<file path="src/rtl/i2c_regacc_pkg.sv">
package i2c_regacc_pkg;

	localparam logic [6:0] MAIN_ADDR_DFLT = 7'h15;
	localparam logic [6:0] FG_ADDR_DFLT   = 7'h36;
	localparam logic [6:0] RAM_ADDR_DFLT  = 7'h55;
	// high-speed master code 0000_1xxx
	localparam logic [4:0] HS_CODE        = 5'h01;
	localparam logic [7:0] GEN_CALL       = 8'h00;
	localparam logic [7:0] PTR_TOP        = 8'hff;
	localparam logic [7:0] PTR_STEP       = 8'h01;
	localparam logic [3:0] BITS_PER_BYTE  = 4'h8;
	localparam logic [3:0] TX_LAST_BIT    = 4'h7;

	typedef enum logic [2:0] {ST_IDLE, ST_RX, ST_ACK, ST_TX, ST_MACK, ST_IGNORE} phase_e;
	typedef enum logic [1:0] {K_ADDR, K_PTR, K_DATA} kind_e;
	typedef enum logic [1:0] {B_MAIN, B_FG, B_RAM} blk_e;

	typedef struct packed {
		logic        en;
		blk_e        blk;
		logic [7:0]  addr;
		logic [15:0] data;
	} wr_s;

	typedef struct packed {
		phase_e      st;
		kind_e       kind;
		logic [3:0]  cnt;
		logic [7:0]  sh;
		logic        rw;
		logic        acked;
		blk_e        blk;
		logic [7:0]  ptr;
		logic        top;
		logic        hi;
		logic [7:0]  lo;
		logic        sda_oe;
		logic        sda_o;
		logic        scl_q;
		logic        sda_q;
		logic        hs;
		wr_s         wr;
	} state_s;

endpackage

</file>
<file path="src/rtl/i2c_regacc_slave.sv">
`timescale 1ns/1ps
// Functional notes
// - word writes cover fuel-gauge addresses 00h..FFh, writable as one block
// - word write takes low byte first, then high byte; assembled in that order
// - word address advances by one after each complete 16-bit word
// - data beyond address FFh is discarded, never wrapped
// - writes to read-only locations discarded; reserved locations still written
// - read: address+write, pointer, repeated start, address+read; each acknowledged
// - on address match pull data low at acknowledge, then send the eight bits of the register at the pointer
// - controller acknowledge of read byte makes device send next register
// - stop keeps register pointer; later read without pointer uses it
// - stop restores low-speed filters; repeated start keeps current filter setting
// - every pointer value is acknowledged, present register or not
// - never stretch clock; general call address not acknowledged
// - three 7-bit target addresses: main, fuel gauge words, RAM bytes
module i2c_regacc_slave
	import i2c_regacc_pkg::*;
#(
	parameter logic [6:0] MAIN_ADDR = MAIN_ADDR_DFLT,
	parameter logic [6:0] FG_ADDR   = FG_ADDR_DFLT,
	parameter logic [6:0] RAM_ADDR  = RAM_ADDR_DFLT
) (
	// clock and reset
	input  wire logic                  i_clk,
	input  wire logic                  i_srst,
	// bus pins; scl is input only, so the clock is never stretched
	input  wire logic                  i_scl,
	input  wire logic                  i_sda,
	output logic                       o_sda,
	output logic                       o_sda_oe,
	// register space
	output i2c_regacc_pkg::blk_e       o_blk,
	output logic [7:0]                 o_ptr,
	input  wire logic [7:0]            i_rd_data,
	input  wire logic                  i_ptr_ro,
	output i2c_regacc_pkg::wr_s        o_wr,
	// filter select
	output logic                       o_hs_filter
);
	import i2c_regacc_pkg::*;

	state_s s;
	state_s next_s;
	logic   scl_rise;
	logic   scl_fall;
	logic   start_c;
	logic   stop_c;

	assign scl_rise = i_scl && !s.scl_q;
	assign scl_fall = !i_scl && s.scl_q;
	assign start_c  = i_scl && s.scl_q && s.sda_q && !i_sda;
	assign stop_c   = i_scl && s.scl_q && !s.sda_q && i_sda;

	always_comb begin
		next_s        = s;
		next_s.scl_q  = i_scl;
		next_s.sda_q  = i_sda;
		next_s.sda_o  = 1'b0;
		next_s.wr.en  = 1'b0;
		if (stop_c) begin
			next_s.st     = ST_IDLE;
			next_s.sda_oe = 1'b0;
			next_s.hs     = 1'b0;
		end else if (start_c) begin
			// repeated start leaves hs and ptr alone
			next_s.st     = ST_RX;
			next_s.kind   = K_ADDR;
			next_s.cnt    = 4'h0;
			next_s.sda_oe = 1'b0;
			next_s.hi     = 1'b0;
		end else begin
			case (s.st)
				ST_RX: begin
					if (scl_rise) begin
						next_s.sh  = {s.sh[6:0], i_sda};
						next_s.cnt = s.cnt + 4'h1;
					end else if (scl_fall && s.cnt == BITS_PER_BYTE) begin
						next_s.st     = ST_ACK;
						next_s.sda_oe = 1'b1;
						case (s.kind)
							K_ADDR: begin
								next_s.rw = s.sh[0];
								if (s.sh[7:1] == MAIN_ADDR) begin
									next_s.blk = B_MAIN;
								end else if (s.sh[7:1] == FG_ADDR) begin
									next_s.blk = B_FG;
								end else if (s.sh[7:1] == RAM_ADDR) begin
									next_s.blk = B_RAM;
								end else begin
									// mismatch, general call, or hs code
									next_s.st     = ST_IGNORE;
									next_s.sda_oe = 1'b0;
									if (s.sh[7:3] == HS_CODE) begin
										next_s.hs = 1'b1;
									end
								end
							end
							K_PTR: begin
								next_s.ptr = s.sh;
								next_s.top = 1'b0;
								next_s.hi  = 1'b0;
							end
							default: begin
								if (s.blk == B_FG && !s.hi) begin
									next_s.lo = s.sh;
									next_s.hi = 1'b1;
								end else begin
									next_s.hi = 1'b0;
									if (!s.top) begin
										// word done: write unless read-only, then advance
										next_s.wr.en   = !i_ptr_ro;
										next_s.wr.blk  = s.blk;
										next_s.wr.addr = s.ptr;
										next_s.wr.data = (s.blk == B_FG) ?
											{s.sh, s.lo} : {8'h00, s.sh};
										next_s.ptr     = s.ptr + PTR_STEP;
										next_s.top     = (s.ptr == PTR_TOP);
									end
								end
							end
						endcase
					end
				end
				ST_ACK: begin
					if (scl_fall) begin
						next_s.cnt = 4'h0;
						if (s.kind == K_ADDR && s.rw) begin
							next_s.st     = ST_TX;
							next_s.sh     = i_rd_data;
							next_s.sda_oe = !i_rd_data[7];
						end else begin
							next_s.st     = ST_RX;
							next_s.sda_oe = 1'b0;
							next_s.kind   = (s.kind == K_ADDR) ? K_PTR : K_DATA;
						end
					end
				end
				ST_TX: begin
					if (scl_fall) begin
						if (s.cnt == TX_LAST_BIT) begin
							next_s.st     = ST_MACK;
							next_s.sda_oe = 1'b0;
						end else begin
							next_s.sh     = {s.sh[6:0], 1'b0};
							next_s.sda_oe = !s.sh[6];
							next_s.cnt    = s.cnt + 4'h1;
						end
					end
				end
				ST_MACK: begin
					if (scl_rise) begin
						next_s.acked = !i_sda;
						if (!i_sda) begin
							next_s.ptr = s.ptr + PTR_STEP;
						end
					end else if (scl_fall) begin
						if (s.acked) begin
							next_s.st     = ST_TX;
							next_s.cnt    = 4'h0;
							next_s.sh     = i_rd_data;
							next_s.sda_oe = !i_rd_data[7];
						end else begin
							next_s.st = ST_IGNORE;
						end
					end
				end
				default: begin
					next_s.sda_oe = 1'b0;
				end
			endcase
		end
	end

	always_ff @(posedge i_clk) begin
		if (i_srst) begin
			s <= '0;
			s.st    <= ST_IDLE;
			s.scl_q <= 1'b1;
			s.sda_q <= 1'b1;
		end else begin
			s <= next_s;
		end
	end

	assign o_sda       = s.sda_o;
	assign o_sda_oe    = s.sda_oe;
	assign o_blk       = s.blk;
	assign o_ptr       = s.ptr;
	assign o_wr        = s.wr;
	assign o_hs_filter = s.hs;
endmodule // i2c_regacc_slave

</file>
<file path="config.mk">
export PLATFORM = sky130hd
export DESIGN_NAME = i2c_regacc_slave
export DESIGN_NICKNAME = d
export VERILOG_FILES = /design/src/rtl/i2c_regacc_pkg.sv /design/src/rtl/i2c_regacc_slave.sv
export SDC_FILE = /design/constraint.sdc
export NUM_CORES = 1
export LEC_CHECK = 0
export BUFFER_PORTS_ARGS = -buffer_cell sky130_fd_sc_hd__buf_2
export CAP_MARGIN = 10
export CORE_MARGIN = 3
export CORE_UTILIZATION = 52
export CTS_CLUSTER_DIAMETER = 80
export DETAILED_ROUTE_END_ITERATION = 8
export GPL_TIMING_DRIVEN = 0
export PLACE_DENSITY = 0.85
export SLEW_MARGIN = 25
export SYNTH_ARGS = -nofsm -noshare
export SYNTH_HDL_FRONTEND = slang
export SYNTH_SLANG_ARGS = --single-unit
</file>
<file path="constraint.sdc">
create_clock -name i_clk -period 1.9 [get_ports i_clk]
set_clock_uncertainty 0.1 [all_clocks]
set_input_delay 0.095 -clock i_clk [delete_from_list [all_inputs] [get_ports i_clk]]
set_output_delay 0.095 -clock i_clk [all_outputs]
set_load 0.05 [all_outputs]
</file>
==> results.toml <==
[critical_path]
worstPathArrival_ns = 2.42
required_ns = 2.03
cp-start-kind = "flop"
endpoint_kind = "flop"
crit_start = "s[62]"
criticalPathCategory = "reg -> reg"
critPathMaxFanout = 10
r2r_start = "s[62]"

[cells_and_area]
layout.cells.non_filler = 676
drive_above_1_share_pct = 46.0
utilization_pct = 77.7
stdcell_area_um2 = 5430
regArea_um2 = 1420
fill_cells = 429
antennaDiodeCount = 0
area_growth_pct = 41.8
multiInputGateArea_um2 = 2460
nets = 591

[synth]
synth_fp_nets = 495
ys.flop_type = "dfxtp_1"
syn_inst = 479
synth-seq-area-share_pct = 36.6
synth_area_leaders = "dfxtp_1, buf_4, a21oi_1"
yosys.cell_count.top_type = "dfxtp_1"
netlist.area_leader.share_pct = 36.6
ys_top_cells_by_count = "dfxtp_1, nand2_1, a21oi_1"
synth_edf_count = 0
syn_area_um2 = 3830
avgSynthCellArea_um2 = 7.99
synth_area_leader_cell = "dfxtp_1"
ys_seq_elements = 70
yosys_warnings = 0
synthArstFlopShare_pct = 0
yosysUniqueCellTypes = 58

[run]
cap_violations = 0

[pwr]
powerDensity_nw_per_um2 = 1070
total_power_mw = 5.79
ir_worst_vdd_mv = 0.844
p_leak_nw = 2.10

[sta]
worst_pin_slew_ns = 0.767
rsz0062_at_grt = "true"
finalCriticalPeriod_ns = 2.29
hold_violations = 0
fin_setup_tns_ns = -13.86
setup_ws_ns = -0.391
slew_violations = 0
fmax_ghz = 0.437
holdWs_ns = 0.0302
maxSlewHeadroom_pct = 48.9
finalCritPeriodShare_pct = 121
setup_viol = 65

[min_path]
hp-class = "in -> reg"
hold_start = "i_rd_data[2]"

[floorplan]
die_area_um2 = 8420
fp.dieH_um = 91.8
initial_core_util_pct = 54.8
rows = 30
fp.coreArea_um2 = 6980
die_x_um = 91.8
io_pins = 53

[clock_network]
insertion_delay_ns = 0.37
cts.sinks = 70
tritoncts = "yes"
clk_pin_slew_ns = 0.09
clockBufferDepth = 2
cts_buffers = 9
clock-root-buffer = "clkbuf_8"
htree_levels = 3

[placement]
globalplace.congestion = 0.918
place_area_um2 = 4220
io_buffers = 50
hpwl_mm = 7.08
place_ws_ns = -0.536
placed_cells = 625

[outcome]
status = "finished, violations left"
failed_checks = "negative setup slack"

[global_routing]
grt_max_degree = 20
grt_use_total_pct = 29.7
grt_pass1_wl_mm = 19.9
grt_pass1_vias = 4128
antenna_found_initial = 0
gr-total-overflow = 0

[routing]
detail-route-antenna-nets = 0
drc = 0
first_pass_iters = 8
routed_via_density = 6.57
drt_iter0_markers = 527
wl_per_cell_um = 22.0
routed_wl_mm = 14.9
vias = 4443
-- path summary, 6_finish.rpt --
path | endpoint | slack, ns | depth (start not counted)
worst max-delay path | o_ptr[7] | -0.39 | 8
worst min-delay path | s[56] | 0.03 | 4
worst max register to register | o_ptr[7] | -0.39 | 8
worst min register to register | s[33] | 0.35 | 2
-- what timing repair did --
action / 4_1_cts / 5_1_grt
pin swaps: 49 / 24
hold buffers: 2 / 0
endpoints found under the setup margin: 64 / 64
endpoints found under the hold margin: 3 / 0
setup buffers: 25 / 10
cloned: 5 / 0
resized for setup: 120 / 58
-- logic make-up (layout without fill, tap and decap cells) --
| kind of cell | Yosys count | count (layout) | share of synthesized area [%] |
|---|---|---|---|
| compound gates | 120 | 120 | 19.8 |
| xor+xnor | 2 | 2 | 0.458 |
| fa+ha+maj | 3 | 3 | 0.981 |
| buf+inv | 80 | 181 | 11.8 |
| flops | 70 | 70 | 36.6 |
| mux | 17 | 17 | 4.45 |
| other cells | 1 | 1 | 0.0980 |
| simple gates | 186 | 186 | 25.8 |
-- worst max-delay path, stage by stage, from the launching register on --
cell and delay [ns]:
dfxtp_1 0.39, inv_1 0.07, ha_2 0.23, nor4bb_4 0.19, a31oi_2 0.29, clkbuf_2 0.28
nor3_2 0.07, a211oi_1 0.39, o32ai_2 0.15
-- placed cells by master, fill, tap and decap left out, types with 3 or more instances in the layout --
cell,instances
nor2_1,25
clkbuf_1,7
a211o_1,3
nor3b_1,3
buf_6,16
or3_4,3
or2_2,5
buf_2,51
o21ai_2,5
dfxtp_2,5
nor3_1,8
nand2_1,47
dfxtp_1,61
a211oi_1,4
or3_1,7
a21oi_2,13
nor2b_1,7
nor4bb_4,3
o21ai_1,7
buf_4,64
bufinv_16,3
o2bb2ai_1,3
clkbuf_2,3
nand3_2,6
clkbuf_8,14
nor3b_4,3
nand3b_1,5
and3_1,3
o21ai_0,8
and2_1,3
a31oi_1,3
inv_1,11
nand3_1,9
a21oi_1,35
mux2i_1,17
a211oi_2,13
nand2b_1,6
nand2_2,11
dfxtp_4,4
buf_8,3
-- state kept, by name, summed over array words and instances (netlist names) --
signal	count
o_hs_filter	1
o_sda_oe	1
o_blk	2
s	31
o_wr	27
o_ptr	8
-- where the power goes --
part	switching (mW)	internal, mW	total [mW]	leakage, nW
combinational	1.27	1.19	2.47	1.40
sequential	0.182	1.57	1.75	0.570
clock	0.652	0.917	1.57	0.127
-- layer usage --
metal	global-route usage [%]	share of wire, %	up-vias
met4	19.1	8.2	0
met2	49.7	45	432
met5	0	0	-
li1	-	-	1848
met3	6.64	11	148
met1	34.0	35	2015
-- area by class of cell --
cell class,instances,share of cell area (%)
multi-input cells,329,45.3
flip-flops and latches,70,26.2
repair buffers,92,12.1
plain buffers,61,8.67
clock buffers,10,2.54
well taps,96,2.21
clock inverters,6,2.14
inverters,12,0.830
Power figures use the tool's default switching activity.
